`src/hdl/pmx_pkg.sv`:
```
package pmx_pkg;

   // Reference clock
   localparam int PMX_CLK_HZ = 25_000_000;
   localparam int PMX_CLK_MHZ = 25;

   // Internal power-on reset stretch, time in ns and derived cycle count (rounded up)
   localparam int PMX_POR_NS = 10_000;
   localparam int PMX_POR_CYCLES = (PMX_POR_NS * PMX_CLK_MHZ + 999) / 1000;
   localparam int PMX_POR_W = $clog2(PMX_POR_CYCLES + 1);
   localparam logic [PMX_POR_W-1:0] PMX_POR_LAST = PMX_POR_W'(PMX_POR_CYCLES);
   localparam logic [PMX_POR_W-1:0] PMX_POR_RST = '0;

   // Reset value of the latched bus width (low selects the 16-bit bus)
   localparam logic PMX_BUS32_RST = 1'b0;

   // Role of the EEPROM data pin
   typedef enum logic [1:0] {
      PMX_D_EEPROM = 2'b00,
      PMX_D_GPO = 2'b01,
      PMX_D_TX_EN = 2'b10,
      PMX_D_TX_CLK = 2'b11
   } pmx_data_mode_t;

   // Role of the EEPROM clock pin
   typedef enum logic [1:0] {
      PMX_C_EEPROM = 2'b00,
      PMX_C_GPO = 2'b01,
      PMX_C_RX_DV = 2'b10,
      PMX_C_RX_CLK = 2'b11
   } pmx_clk_mode_t;

   // Inputs from outside the clock domain, synchronised as one bundle
   typedef struct packed {
      logic eeprom_data_i;
      logic reset_in_n;
      logic chip_select_n;
      logic write_strobe_n;
      logic read_strobe_n;
      logic tx_en;
      logic tx_clk;
      logic rx_dv;
      logic rx_clk;
   } pmx_pins_t;

   localparam int PMX_PINS_W = $bits(pmx_pins_t);
   localparam pmx_pins_t PMX_PINS_IDLE = '{1'b0, 1'b1, 1'b1, 1'b1, 1'b1, 1'b0, 1'b0, 1'b0, 1'b0};

   // Drive requests from the serial EEPROM controller
   typedef struct packed {
      logic cs;
      logic sclk;
      logic dout;
      logic doe;
   } pmx_ee_ctl_t;

   // Wake indicator configuration from software
   typedef struct packed {
      logic enable;
      logic active_high;
      logic open_drain;
   } pmx_wake_cfg_t;

endpackage

```
`src/hdl/pmx_top.sv`:
```
`timescale 1ns/1ps
module pmx_top #(
   parameter int CLK_HZ = 25_000_000
) (
   // Clock and reset
   input wire logic clk,
   input wire logic rst_b,
   // Device pins, inputs
   input wire logic eeprom_data_io_i,
   input wire logic reset_in_n,
   input wire logic chip_select_n,
   input wire logic write_strobe_n,
   input wire logic read_strobe_n,
   // Device pins, outputs
   output logic eeprom_data_io_o,
   output logic eeprom_data_io_oe,
   output logic eeprom_select_n,
   output logic eeprom_serial_clock,
   output logic wake_indicator_o,
   output logic wake_indicator_oe,
   // Internal MII signals to monitor
   input wire logic mii_tx_en,
   input wire logic mii_tx_clk,
   input wire logic mii_rx_dv,
   input wire logic mii_rx_clk,
   // Pin role configuration
   input wire pmx_pkg::pmx_data_mode_t data_mode,
   input wire pmx_pkg::pmx_clk_mode_t clk_mode,
   input wire logic gp_output_three,
   input wire logic gp_output_four,
   // Serial EEPROM controller
   input wire pmx_pkg::pmx_ee_ctl_t ee_ctl,
   output logic ee_din,
   // Power management
   input wire logic pm_sleep,
   input wire pmx_pkg::pmx_wake_cfg_t wake_cfg,
   input wire logic pme_event,
   input wire logic pme_clear,
   output logic wake_pending,
   output logic wake_req,
   // System status
   output logic sys_reset_n,
   output logic bus_width_strap,
   output logic strap_valid,
   // Host write gating
   output logic host_read_seen,
   output logic host_write_ok,
   output logic host_write_drop
);
   import pmx_pkg::*;

   if (CLK_HZ != PMX_CLK_HZ)
   begin : g_clk_chk
      $error("pmx_top is built for a 25 MHz reference clock only");
   end

   typedef struct packed {
      logic [PMX_POR_W-1:0] por_cnt;
      logic sys_rst;
      logic strap_done;
      logic bus32;
      logic read_seen;
      logic rd_q;
      logic wr_q;
      logic write_ok;
      logic write_drop;
      logic wake;
      logic ee_cs_n;
      logic ee_clk;
      logic d_o;
      logic d_oe;
      logic din;
   } pmx_top_st_t;

   localparam pmx_top_st_t PMX_TOP_RST = '{
      por_cnt: PMX_POR_RST,
      sys_rst: 1'b1,
      strap_done: 1'b0,
      bus32: PMX_BUS32_RST,
      read_seen: 1'b0,
      rd_q: 1'b0,
      wr_q: 1'b0,
      write_ok: 1'b0,
      write_drop: 1'b0,
      wake: 1'b0,
      ee_cs_n: 1'b1,
      ee_clk: 1'b0,
      d_o: 1'b0,
      d_oe: 1'b0,
      din: 1'b0
   };

   pmx_top_st_t state_q;
   pmx_top_st_t state_d;
   pmx_pins_t pins_raw;
   pmx_pins_t pins_s;
   logic rst_now;
   logic rd_act;
   logic wr_act;
   logic rd_rise;
   logic wr_rise;
   logic ee_both;

   // Every off-domain input crosses two flops; the MII clocks are sampled, so
   // a monitored clock is only a coarse, aliased copy at this rate
   assign pins_raw = '{
      eeprom_data_i: eeprom_data_io_i,
      reset_in_n: reset_in_n,
      chip_select_n: chip_select_n,
      write_strobe_n: write_strobe_n,
      read_strobe_n: read_strobe_n,
      tx_en: mii_tx_en,
      tx_clk: mii_tx_clk,
      rx_dv: mii_rx_dv,
      rx_clk: mii_rx_clk
   };

   pmx_sync #(
      .W(PMX_PINS_W),
      .RST_VAL(PMX_PINS_IDLE)
   ) u_sync (
      .clk(clk),
      .rst_b(rst_b),
      .d(pins_raw),
      .q(pins_s)
   );

   // Host cycle qualification, chip select with each strobe
   assign rd_act = !pins_s.chip_select_n && !pins_s.read_strobe_n;
   assign wr_act = !pins_s.chip_select_n && !pins_s.write_strobe_n;
   assign rd_rise = rd_act && !state_q.rd_q;
   assign wr_rise = wr_act && !state_q.wr_q;
   assign ee_both = (data_mode == PMX_D_EEPROM) && (clk_mode == PMX_C_EEPROM);

   always_comb
   begin
      state_d = state_q;

      // power-on stretch, then follow the pulled-up reset pin
      if (state_q.por_cnt != PMX_POR_LAST)
      begin
         state_d.por_cnt = state_q.por_cnt + 1'b1;
      end
      // any reset source holds the internal reset
      rst_now = (state_q.por_cnt != PMX_POR_LAST) || !pins_s.reset_in_n;
      state_d.sys_rst = rst_now;

      // strap taken on the first cycle out of reset
      if (state_q.sys_rst && !rst_now)
      begin
         state_d.bus32 = pins_s.eeprom_data_i;
         state_d.strap_done = 1'b1;
      end
      else if (rst_now)
      begin
         state_d.strap_done = 1'b0;
      end

      // Strobe history for edge detection
      state_d.rd_q = rd_act;
      state_d.wr_q = wr_act;

      // first read arms writes; sleep disarms, so a read is needed again
      state_d.read_seen = (rd_rise && !pm_sleep) || (state_q.read_seen && !pm_sleep);
      state_d.write_ok = wr_rise && state_q.read_seen && !pm_sleep;
      // an unarmed write only raises a flag, nothing downstream sees it
      state_d.write_drop = wr_rise && !state_q.read_seen && !pm_sleep;
      // any qualified write wakes a sleeping device, data is not looked at
      state_d.wake = wr_rise && pm_sleep;

      // data pin follows the EEPROM controller in EEPROM role
      unique case (data_mode)
         PMX_D_EEPROM:
         begin
            state_d.d_o = ee_ctl.dout;
            state_d.d_oe = ee_ctl.doe;
         end
         PMX_D_GPO:
         begin
            state_d.d_o = gp_output_three;
            state_d.d_oe = 1'b1;
         end
         PMX_D_TX_EN:
         begin
            state_d.d_o = pins_s.tx_en;
            state_d.d_oe = 1'b1;
         end
         PMX_D_TX_CLK:
         begin
            state_d.d_o = pins_s.tx_clk;
            state_d.d_oe = 1'b1;
         end
      endcase

      unique case (clk_mode)
         PMX_C_EEPROM: state_d.ee_clk = ee_ctl.sclk;
         PMX_C_GPO: state_d.ee_clk = gp_output_four;
         PMX_C_RX_DV: state_d.ee_clk = pins_s.rx_dv;
         PMX_C_RX_CLK: state_d.ee_clk = pins_s.rx_clk;
      endcase

      // select held idle if either pin is repurposed
      state_d.ee_cs_n = !(ee_ctl.cs && ee_both);

      // outside the bus width strap, pin level reaches logic only as EEPROM serial data
      state_d.din = (data_mode == PMX_D_EEPROM) ? pins_s.eeprom_data_i : 1'b0;

      // internal reset parks every pin and pulse; the data pin floats so
      // the strap level is readable at release
      if (rst_now)
      begin
         state_d.read_seen = 1'b0;
         state_d.write_ok = 1'b0;
         state_d.write_drop = 1'b0;
         state_d.wake = 1'b0;
         state_d.ee_cs_n = 1'b1;
         state_d.ee_clk = 1'b0;
         state_d.d_o = 1'b0;
         state_d.d_oe = 1'b0;
         state_d.din = 1'b0;
      end
   end

   always_ff @(posedge clk)
   begin
      if (!rst_b)
      begin
         state_q <= PMX_TOP_RST;
      end
      else
      begin
         state_q <= state_d;
      end
   end

   // wake indicator; it has no path to the wake request
   pmx_wake u_wake (
      .clk(clk),
      .rst_b(rst_b),
      .soft_rst(state_q.sys_rst),
      .cfg(wake_cfg),
      .pme_event(pme_event),
      .pme_clear(pme_clear),
      .wake_indicator_o(wake_indicator_o),
      .wake_indicator_oe(wake_indicator_oe),
      .wake_pending(wake_pending)
   );

   // Outputs straight from the state register
   assign eeprom_data_io_o = state_q.d_o;
   assign eeprom_data_io_oe = state_q.d_oe;
   assign eeprom_select_n = state_q.ee_cs_n;
   assign eeprom_serial_clock = state_q.ee_clk;
   assign ee_din = state_q.din;
   assign wake_req = state_q.wake;
   assign sys_reset_n = !state_q.sys_rst;
   assign bus_width_strap = state_q.bus32;
   assign strap_valid = state_q.strap_done;
   assign host_read_seen = state_q.read_seen;
   assign host_write_ok = state_q.write_ok;
   assign host_write_drop = state_q.write_drop;
endmodule

```
`src/hdl/pmx_sync.sv`:
```
`timescale 1ns/1ps
module pmx_sync #(
   parameter int W = 1,
   parameter logic [W-1:0] RST_VAL = '0
) (
   // Clock and reset
   input wire logic clk,
   input wire logic rst_b,
   // Data
   input wire logic [W-1:0] d,
   output logic [W-1:0] q
);
   typedef struct packed {
      logic [W-1:0] s1;
      logic [W-1:0] s2;
   } pmx_sync_st_t;

   pmx_sync_st_t state_q;
   pmx_sync_st_t state_d;

   if (W < 1)
   begin : g_chk
      $error("pmx_sync width must be at least one");
   end

   // First stage feeds only the second stage
   always_comb
   begin
      state_d.s1 = d;
      state_d.s2 = state_q.s1;
   end

   always_ff @(posedge clk)
   begin
      if (!rst_b)
      begin
         state_q <= {RST_VAL, RST_VAL};
      end
      else
      begin
         state_q <= state_d;
      end
   end

   assign q = state_q.s2;
endmodule

```
`src/hdl/pmx_wake.sv`:
```
`timescale 1ns/1ps
module pmx_wake (
   // Clock and reset
   input wire logic clk,
   input wire logic rst_b,
   input wire logic soft_rst,
   // Events and configuration
   input wire pmx_pkg::pmx_wake_cfg_t cfg,
   input wire logic pme_event,
   input wire logic pme_clear,
   // Pin and pending status
   output logic wake_indicator_o,
   output logic wake_indicator_oe,
   output logic wake_pending
);
   import pmx_pkg::*;

   typedef struct packed {
      logic pending;
      logic pin_o;
      logic pin_oe;
   } pmx_wake_st_t;

   pmx_wake_st_t state_q;
   pmx_wake_st_t state_d;
   logic level;

   always_comb
   begin
      state_d = state_q;
      // sticky wake request, set beats clear
      state_d.pending = (cfg.enable && pme_event) || (state_q.pending && !pme_clear);
      if (soft_rst)
      begin
         state_d.pending = 1'b0;
      end
      level = state_d.pending ? cfg.active_high : !cfg.active_high;
      state_d.pin_o = cfg.open_drain ? 1'b0 : level;
      state_d.pin_oe = cfg.open_drain ? !level : 1'b1;
   end

   always_ff @(posedge clk)
   begin
      if (!rst_b)
      begin
         state_q <= '{1'b0, 1'b0, 1'b0};
      end
      else
      begin
         state_q <= state_d;
      end
   end

   assign wake_indicator_o = state_q.pin_o;
   assign wake_indicator_oe = state_q.pin_oe;
   assign wake_pending = state_q.pending;
endmodule

```
`config.mk`:
```
export PLATFORM = sky130hd
export DESIGN_NAME = pmx_top
export DESIGN_NICKNAME = d
export VERILOG_FILES = /design/src/hdl/pmx_pkg.sv /design/src/hdl/pmx_top.sv /design/src/hdl/pmx_sync.sv /design/src/hdl/pmx_wake.sv
export SDC_FILE = /design/constraint.sdc
export NUM_CORES = 1
export LEC_CHECK = 0
export ABC_AREA = 1
export BUFFER_PORTS_ARGS = -buffer_cell sky130_fd_sc_hd__buf_2
export CORE_AREA = 5 5 62 64
export CTS_CLUSTER_SIZE = 14
export DETAILED_ROUTE_END_ITERATION = 6
export DIE_AREA = 0 0 67 69
export GPL_TIMING_DRIVEN = 1
export PLACE_DENSITY_LB_ADDON = 0.08
export SETUP_SLACK_MARGIN = 0.1
export SLEW_MARGIN = 25
export SYNTH_ARGS = -nofsm -noshare
export SYNTH_HDL_FRONTEND = slang
export SYNTH_SLANG_ARGS = --single-unit
export TNS_END_PERCENT = 30
```
`constraint.sdc`:
```
create_clock -name clk -period 1.5 [get_ports clk]
set_input_delay 0.075 -clock clk [delete_from_list [all_inputs] [get_ports clk]]
set_output_delay 0.075 -clock clk [all_outputs]
set_load 0.01 [all_outputs]
```
==> out/results.txt, run 1 <==
Worst vdd ir: 0.000593 V
Via Count: 1322
Outcome: complete, no violations
Period minus WS final: 1.34 ns
Fin. Hold Viols: 0
Worst-path fanout max: 4
RSZ-0062 raised after global routing: true
Synth top area share: 56.2%
Worst Tran Pin Value: 0.523 ns
Max-slew headroom: 65.1%
CTS tree: built
Worst clock skew: 0.00752 ns
CP Capture Type: flop
Final Worst Setup Slack: 0.158 ns
Main synth FF type: dfxtp_1
Most common cell in the netlist: dfxtp_1
Syn_nets: 207
Gr ovfl total: 0
Setup Crit Path Kind: reg2reg
IO Count: 42
Cell Rows: 21
Root buffer cell: clkbuf_4
Fraction of registers with async set/reset: 0%
Initial Utilization: 47.4%
DR WL/cell: 11.7 um
Clock transition at path regs: 0.12 ns
Max Cap Viol: 0
EDFF count, synth: 0
Synth area leaders: dfxtp_1 56%, nand2_1 8.3%, inv_1 7.1%
Routability Congestion: 0.801
Final ANT Viol Nets: 0
Syn_area_per_cell: 8.61 sq um
Tcrit/Tclk final: 89.5%
Core area: 0.00323 sq mm
Die width: 67 um
Port Buffer Count: 41
Total track usage: 15.9%
Final #Nets: 272
Area Overhead vs Synth: 32.7%
Leading area contributor after synthesis: dfxtp_1
Sw Share: 22.5%
Post-Syn Instances: 178
Worst Hold Class: in2reg
DRC Markers: 0
Clk sinks: 43
First-pass GRT wire length: 5.55 mm
ANT cells: 0
Vias in the first global route: 1331
Fillcell total: 294
NetSw: 426 uW
Clk_lat worst skew: 0.34 ns
Final setup TNS: 0 ns
Worst EP required: 1.77 ns
Share of cells above drive strength 1: 28.8%
Sequential area share after synthesis: 56.2%
Synth cell count leaders: 43 x dfxtp_1, 34 x nand2_1, 29 x inv_1
Place WS: 0.147 ns
Final number of max-transition violations: 0
Hold_ws: 0.0152 ns
Largest net degree at the start of global routing: 20
Internal power: 1.47 mW
FMAX: 745 MHz
Sequential share of power: 62.8%
Clock H-tree levels: 2
Clock power frac: 29.6%
Mapped cell area: 0.00153 sq mm
Pwr/cell area: 933 mW/mm^2
Finished Core Util: 63.0%
Routed WL: 3.39 mm
FF+latch count, synth: 43
Data arrival, critical path: 1.61 ns
Detailed Place HPWL: 2.26 mm
Initial antenna violation count: 0
Die ar.: 0.00462 sq mm
# setup viols final: 0
Total CTS buffers: 5
Startpoint class of the critical path: flop
Routed vias/inst: 4.57
Syn. warnings: 0
Chip height: 69 um
Distinct cell type count of the synthesized netlist: 27
Max clock buf depth: 2
Router iterations before antenna repair: 4
Cell leakage power: 0.984 nW
Initial drt markers: 45
Comb power frac: 7.6%
-- power by group through the flow --
stage / combinational [mW] / clock [mW] / sequential (mW)
2_1_floorplan: 0.0571 / 0 / 1.21
3_3_place_gp: 0.107 / 0 / 1.21
3_5_place_dp: 0.113 / 0 / 1.22
4_1_cts: 0.142 / 0.585 / 1.19
5_1_grt: 0.163 / 0.642 / 1.20
6_report: 0.145 / 0.562 / 1.19
-- worst max-delay path: stages, from the launching register on --
cell     delay (ns)
dfxtp_2        0.36
inv_1          0.09
ha_1           0.16
nand2_1        0.09
nor2_4         0.17
nand2_1        0.13
xor2_1         0.16
nor2_1         0.11
-- worst paths after layout --
path	depth (start not counted)	to	slack [ns]	start
worst max-delay path	7	state_q[14]$_SDFFE_PN0P_	0.16	state_q[14]$_SDFFE_PN0P_
worst min-delay path	4	u_wake.wake_indicator_o$_SDFF_PP0_	0.02	wake_cfg[1]
worst max register to register	7	state_q[14]$_SDFFE_PN0P_	0.16	state_q[14]$_SDFFE_PN0P_
worst min register to register	1	state_q[8]$_SDFF_PN0_	0.42	u_sync.q[5]$_SDFF_PN1_
-- routing by layer --
layer	vias up	share of wire, %	routed length (um)	track usage, %
met2	42	55	1870	28.4
met1	602	39	1330	15.7
met3	2	4.9	165	4.38
li1	676	-	-	-
met4	0	0.68	23	9.01
met5	-	0	0	0
-- cells in the final DEF, fill, tap and decap left out, drive strengths merged --
cell         instances
o22ai                1
nand4                4
nand3                8
nand2               35
dlygate4sd3         15
o21ai                5
inv                 29
ha                   2
o21a                 1
or2                 11
a21oi                8
o211ai               1
nor2                18
clkbuf               6
xor2                 1
nor3                 5
clkinv               1
buf                 46
a31oi                1
dfxtp               43
nand3b               2
-- logic make-up after synthesis --
family                   Yosys count  share of synthesized area (%)
XOR/XNOR                           1                          0.572
adder cells (fa/ha/maj)            2                           1.63
buffers and inverters             32                           8.41
AND/OR/NAND/NOR                   83                           26.2
AO/OA/AOI/OAI                     17                           7.02
flip-flops                        43                           56.2
-- repair_timing --
item,CTS,global route
pin swaps,0,1
setup endpoints to repair,1,8
setup buffers,0,3
resized for setup,1,4
hold buffers,15,0
hold endpoints to repair,15,0
-- final cells by class --
cell class              count  area (sq um)  area share [%]
clock buffers               6          51.3            2.52
clock inverters             1          5.00           0.246
inverters                  29           109            5.35
multi-input cells         103           552            27.1
flip-flops and latches     43           863            42.4
well taps                  46          57.6            2.83
repair buffers             61           397            19.5
-- stage by stage --
step	area (sq um)	total power [mW]	std cells
detailed placement	1790	1.33	264
global route	2030	2.00	289
global placement	1790	1.32	264
CTS	2010	1.92	286
finish	2030	1.90	289
floorplan	1530	1.27	178
-- registers in the layout (all words and copies together) (netlist names) --
signal	cells
eeprom_data_io_o	1
strap_valid	1
wake_req	1
host_write_ok	1
host_read_seen	1
u_sync.q	9
u_wake.wake_pending	1
eeprom_data_io_oe	1
eeprom_select_n	1
u_sync.state_d	9
state_q	11
bus_width_strap	1
eeprom_serial_clock	1
u_wake.wake_indicator_o	1
ee_din	1
u_wake.wake_indicator_oe	1
host_write_drop	1
Power figures use the tool's default switching activity.
==> run 2: changes to the inputs <==
--- a/config.mk
+++ b/config.mk
@@ -7,10 +7,10 @@
 export LEC_CHECK = 0
 export ABC_AREA = 1
 export BUFFER_PORTS_ARGS = -buffer_cell sky130_fd_sc_hd__buf_2
-export CORE_AREA = 5 5 62 64
+export CORE_AREA = 2 2 59 61
 export CTS_CLUSTER_SIZE = 14
 export DETAILED_ROUTE_END_ITERATION = 6
-export DIE_AREA = 0 0 67 69
+export DIE_AREA = 0 0 61 63
 export GPL_TIMING_DRIVEN = 1
 export PLACE_DENSITY_LB_ADDON = 0.08
 export SETUP_SLACK_MARGIN = 0.1
==> out/results.txt, run 2 (synthesis results as in run 1) <==
Max Cap Viol: 0
Initial antenna violation count: 0
Routed vias/inst: 4.57
Hold_ws: 0.0204 ns
Clk_lat worst skew: 0.35 ns
# setup viols final: 0
Core area: 0.00323 sq mm
Commonest cells after routing, fill and taps aside: 41 x dfxtp_1, 41 x buf_2, 34 x nand2_1
Sw Share: 19.7%
Slowest cell delay on critical path: 0.57 ns
Routed WL: 3.06 mm
Critical path's slowest cell: dlygate4sd3_1
Clk sinks: 43
Cell Rows: 21
RSZ-0062 raised after global routing: true
Sequential Area: 863 sq um
Startpoint class of the critical path: input port
Share of cells above drive strength 1: 28.1%
NetSw: 434 uW
CP Capture Type: flop
Worst Hold Class: in2reg
Post-DP Area: 0.00179 sq mm
Total track usage: 18.0%
Total CTS buffers: 5
Die ar.: 0.00384 sq mm
ANT cells: 0
Fin. Hold Viols: 0
Area Overhead vs Synth: 34.7%
Router iterations before antenna repair: 4
Final Worst Setup Slack: 0.141 ns
Die width: 61 um
Initial drt markers: 35
Clock H-tree levels: 2
CP most frequent cell: dlygate4sd3_1
Worst EP required: 1.75 ns
Internal power: 1.77 mW
DR WL/cell: 10.6 um
FMAX: 736 MHz
CTS tree: built
Crit-path cells: dlygate4sd3_1 > buf_2 > nor3_1 > dlygate4sd3_1 > nand3b_1
Comb power frac: 6.5%
Max clock buf depth: 2
Fillcell total: 274
Data arrival, critical path: 1.61 ns
Max reg flops: 11
Area of the multi-input gates: 552 sq um
Detailed Place HPWL: 2.10 mm
Root buffer cell: clkbuf_4
Worst Tran Pin Value: 0.483 ns
Biggest register: state_q
Cell leakage power: 0.994 nW
Tcrit/Tclk final: 90.6%
Worst Path Buf+Inv: 3
Final ANT Viol Nets: 0
First-pass GRT wire length: 5.15 mm
Largest net degree at the start of global routing: 20
Routability Congestion: 0.875
Outcome: complete, no violations
IO Count: 42
Worst-path fanout max: 4
Via Count: 1316
Worst clock skew: 0.00642 ns
Clock power frac: 39.6%
Clock transition at path regs: 0.12 ns
Gr ovfl total: 0
Delay-heaviest family, CP: buffers and inverters
Period minus WS final: 1.36 ns
Final number of max-transition violations: 0
Place WS: 0.162 ns
Setup Crit Path Kind: in2reg
Finished Cell Area: 0.00206 sq mm
Sequential share of power: 53.9%
Initial Utilization: 47.4%
Max-slew headroom: 67.8%
DRC Markers: 0
Worst vdd ir: 0.000591 V
Pwr/cell area: 1070 mW/mm^2
Pwr Total: 2.21 mW
Final #Nets: 270
Chip height: 63 um
Vias in the first global route: 1316
Final setup TNS: 0 ns
Port Buffer Count: 41
-- run 2: worst paths after layout --
| check | start | to | slack, ns | cells after the start |
|---|---|---|---|---|
| min | wake_cfg[0] | u_wake.wake_indicator_oe$_SDFF_PN0_ | 0.02 | 3 |
| min reg2reg | u_sync.state_d[4]$_SDFF_PN1_ | u_sync.q[4]$_SDFF_PN1_ | 0.42 | 1 |
| max reg2reg | state_q[14]$_SDFFE_PN0P_ | state_q[15]$_SDFFE_PN0P_ | 0.21 | 7 |
| max | clk_mode[0] | eeprom_select_n$_SDFF_PP1_ | 0.14 | 5 |
-- run 2: layout make-up --
| type | instances | area share (%) |
|---|---|---|
| inverter | 29 | 5.27 |
| tap | 46 | 2.79 |
| timing repair buffer | 59 | 18.5 |
| sequential | 43 | 41.8 |
| clock inverter | 2 | 2.91 |
| multi-input combinational | 103 | 26.7 |
| clock buffer | 6 | 2.00 |
-- run 2: timing repair --
| item | in CTS | in global routing |
|---|---|---|
| setup endpoints to repair | 0 | 8 |
| setup buffers | 0 | 1 |
| endpoints found under the hold margin | 14 | 0 |
| resized for setup | 0 | 4 |
| hold buffers | 15 | 0 |
-- run 2: stage by stage --
step           util, %  instances
6_report          63.9        288
5_1_grt           63.9        288
2_1_floorplan        -        178
3_5_place_dp      55.4        264
3_3_place_gp      55.4        264
4_1_cts           63.2        287
-- run 2: power groups by stage --
stage          registers [mW]  clock network [mW]  logic, mW
6_report                 1.19               0.875      0.143
4_1_cts                  1.19               0.897      0.141
3_3_place_gp             1.21                   0      0.107
2_1_floorplan            1.21                   0     0.0571
5_1_grt                  1.20               0.960      0.162
3_5_place_dp             1.22                   0      0.112
-- run 2: per-layer routing --
metal	GRT usage [%]	routed length, um
met1	18.1	1180
met2	31.5	1670
met3	6.42	156
met4	8.70	49
met5	0	0
-- run 2: worst register-to-register path, cell delays in order (launching register included) --
cell and delay, ns:
dfxtp_2 0.36, inv_1 0.09, ha_1 0.15, nand2_1 0.08, nor2_4 0.16, nand2_1 0.12, o21ai_0 0.16, a21oi_1 0.06
==> run 3: changes to the inputs <==
--- a/config.mk
+++ b/config.mk
@@ -7,10 +7,11 @@
 export LEC_CHECK = 0
 export ABC_AREA = 1
 export BUFFER_PORTS_ARGS = -buffer_cell sky130_fd_sc_hd__buf_2
-export CORE_AREA = 2 2 59 61
+export CORE_AREA = 2 2 70 52
+export CTS_BUF_LIST = sky130_fd_sc_hd__clkbuf_8 sky130_fd_sc_hd__clkbuf_16
 export CTS_CLUSTER_SIZE = 14
 export DETAILED_ROUTE_END_ITERATION = 6
-export DIE_AREA = 0 0 61 63
+export DIE_AREA = 0 0 72 54
 export GPL_TIMING_DRIVEN = 1
 export PLACE_DENSITY_LB_ADDON = 0.08
 export SETUP_SLACK_MARGIN = 0.1
==> out/results.txt, run 3 (synthesis results as in run 1) <==
Commonest cells after routing, fill and taps aside: 43 x dfxtp_1, 41 x buf_2, 34 x nand2_1
FMAX: 784 MHz
Routed vias/inst: 4.57
Outcome: complete, no violations
Clk sinks: 43
R2r endpoint: state_q[14]$_SDFFE_PN0P_
Worst-path fanout max: 4
Final ANT Viol Nets: 0
Most common cell after layout, fill and taps aside: dfxtp_1
Detailed Place HPWL: 1.98 mm
Final #Nets: 266
Final number of max-transition violations: 0
Fillcell total: 297
RR Startpoint: state_q[14]$_SDFFE_PN0P_
Share of cells above drive strength 1: 28.3%
Reg2Reg Setup Slack: 0.22 ns
Fin. Hold Viols: 0
DR WL/cell: 9.89 um
Total CTS buffers: 5
DRC Markers: 0
Initial drt markers: 28
Initial Utilization: 46.3%
RSZ-0062 raised after global routing: false
Chip height: 54 um
Startpoint class of the critical path: flop
Core area: 0.00331 sq mm
Cell Rows: 18
Hold path depth: 3
Tcrit/Tclk final: 85.0%
Data arrival, critical path: 1.43 ns
Max clock buf depth: 2
Via Count: 1266
Hold EP: eeprom_data_io_oe$_SDFF_PP0_
Setup Crit Path Kind: reg2reg
Routed WL: 2.74 mm
Gr ovfl total: 0
Worst Hold Class: in2reg
Worst clock skew: 0.00528 ns
Place WS: 0.106 ns
Max reg flops: 11
Biggest register: state_q
Worst EP required: 1.65 ns
Worst r2r path cells: 7
Largest net degree at the start of global routing: 20
ANT cells: 0
Clock transition at path regs: 0.07 ns
Vias in the first global route: 1075
Root buffer cell: clkbuf_8
Max-slew headroom: 67.8%
Die ar.: 0.00389 sq mm
Worst Tran Pin Value: 0.483 ns
First-pass GRT wire length: 4.19 mm
# setup viols final: 0
Area Overhead vs Synth: 30.1%
Port Buffer Count: 41
Pwr/cell area: 1020 mW/mm^2
Hold wc startpoint: ee_ctl[0]
CP Capture Type: flop
Clk_lat worst skew: 0.28 ns
Die width: 72 um
Final setup TNS: 0 ns
Max Cap Viol: 0
IO Count: 42
Cell leakage power: 0.967 nW
Router iterations before antenna repair: 3
CTS tree: built
Initial antenna violation count: 0
Total track usage: 14.5%
Period minus WS final: 1.28 ns
Final Worst Setup Slack: 0.224 ns
Clock H-tree levels: 2
Routability Congestion: 0.779
Worst vdd ir: 0.000698 V
## run 3: worst max-delay path: stages, from the launching register on
cell and delay (ns):
dfxtp_1 0.37, inv_1 0.09, ha_1 0.20, nand2_1 0.10
nor2_4 0.05, nand2_1 0.12, xor2_1 0.16, nor2_1 0.05
## run 3: cell type report
cell class	instances	area (sq um)	area share, %
Inverter	29	109	5.46
Tap cell	40	50.0	2.51
Multi-Input combinational cell	103	552	27.7
Sequential cell	43	861	43.2
Timing Repair Buffer	55	335	16.8
Clock inverter	1	5.00	0.251
Clock buffer	6	82.6	4.14
## run 3: worst max-delay path by stage
stage                                        start                    endpoint  slack, ns  cells past startpoint
after detailed placement  state_q[14]$_SDFFE_PN0P_  host_write_drop$_SDFF_PP0_       0.11                      7
after CTS                 state_q[14]$_SDFFE_PN0P_  host_write_drop$_SDFF_PP0_       0.16                      7
final                     state_q[14]$_SDFFE_PN0P_    state_q[14]$_SDFFE_PN0P_       0.22                      7
after global placement    state_q[14]$_SDFFE_PN0P_  host_write_drop$_SDFF_PP0_       0.20                      7
after global routing      state_q[14]$_SDFFE_PN0P_    state_q[14]$_SDFFE_PN0P_       0.12                      7
after floorplan           state_q[14]$_SDFFE_PN0P_    state_q[14]$_SDFFE_PN0P_       0.36                      7
## run 3: where the power goes
part / switching [mW] / internal [mW] / total [mW]
Sequential: 0.0156 / 1.17 / 1.19
Combinational: 0.0612 / 0.0718 / 0.133
Clock: 0.345 / 0.361 / 0.706
## run 3: through the flow
stage          util (%)  hold WS (ns)  cells  total power [mW]  cell area (sq um)
3_3_place_gp       53.9         0.255    258              1.32               1780
6_report           60.2        0.0252    277              2.03               1990
2_1_floorplan         -         0.158    178              1.27               1530
5_1_grt            60.2        0.0425    277              2.13               1990
3_5_place_dp       53.9         0.261    258              1.33               1780
4_1_cts            59.8        0.0166    275              2.06               1980
## run 3: per-layer routing
metal / vias up / wire length [um] / part of all wire, % / track usage, %
met4: 0 / 34 / 1.2 / 8.49
met3: 5 / 142 / 5.2 / 5.24
li1: 673 / - / - / -
met2: 27 / 1270 / 47 / 23.6
met5: - / 0 / 0 / 0
met1: 561 / 1290 / 47 / 16.7
## run 3: repair_timing
action | CTS | global route
endpoints found under the setup margin | 1 | 2
endpoints found under the hold margin | 10 | 0
resized for setup | 1 | 0
buffers inserted | 0 | 2
hold buffers | 10 | 0
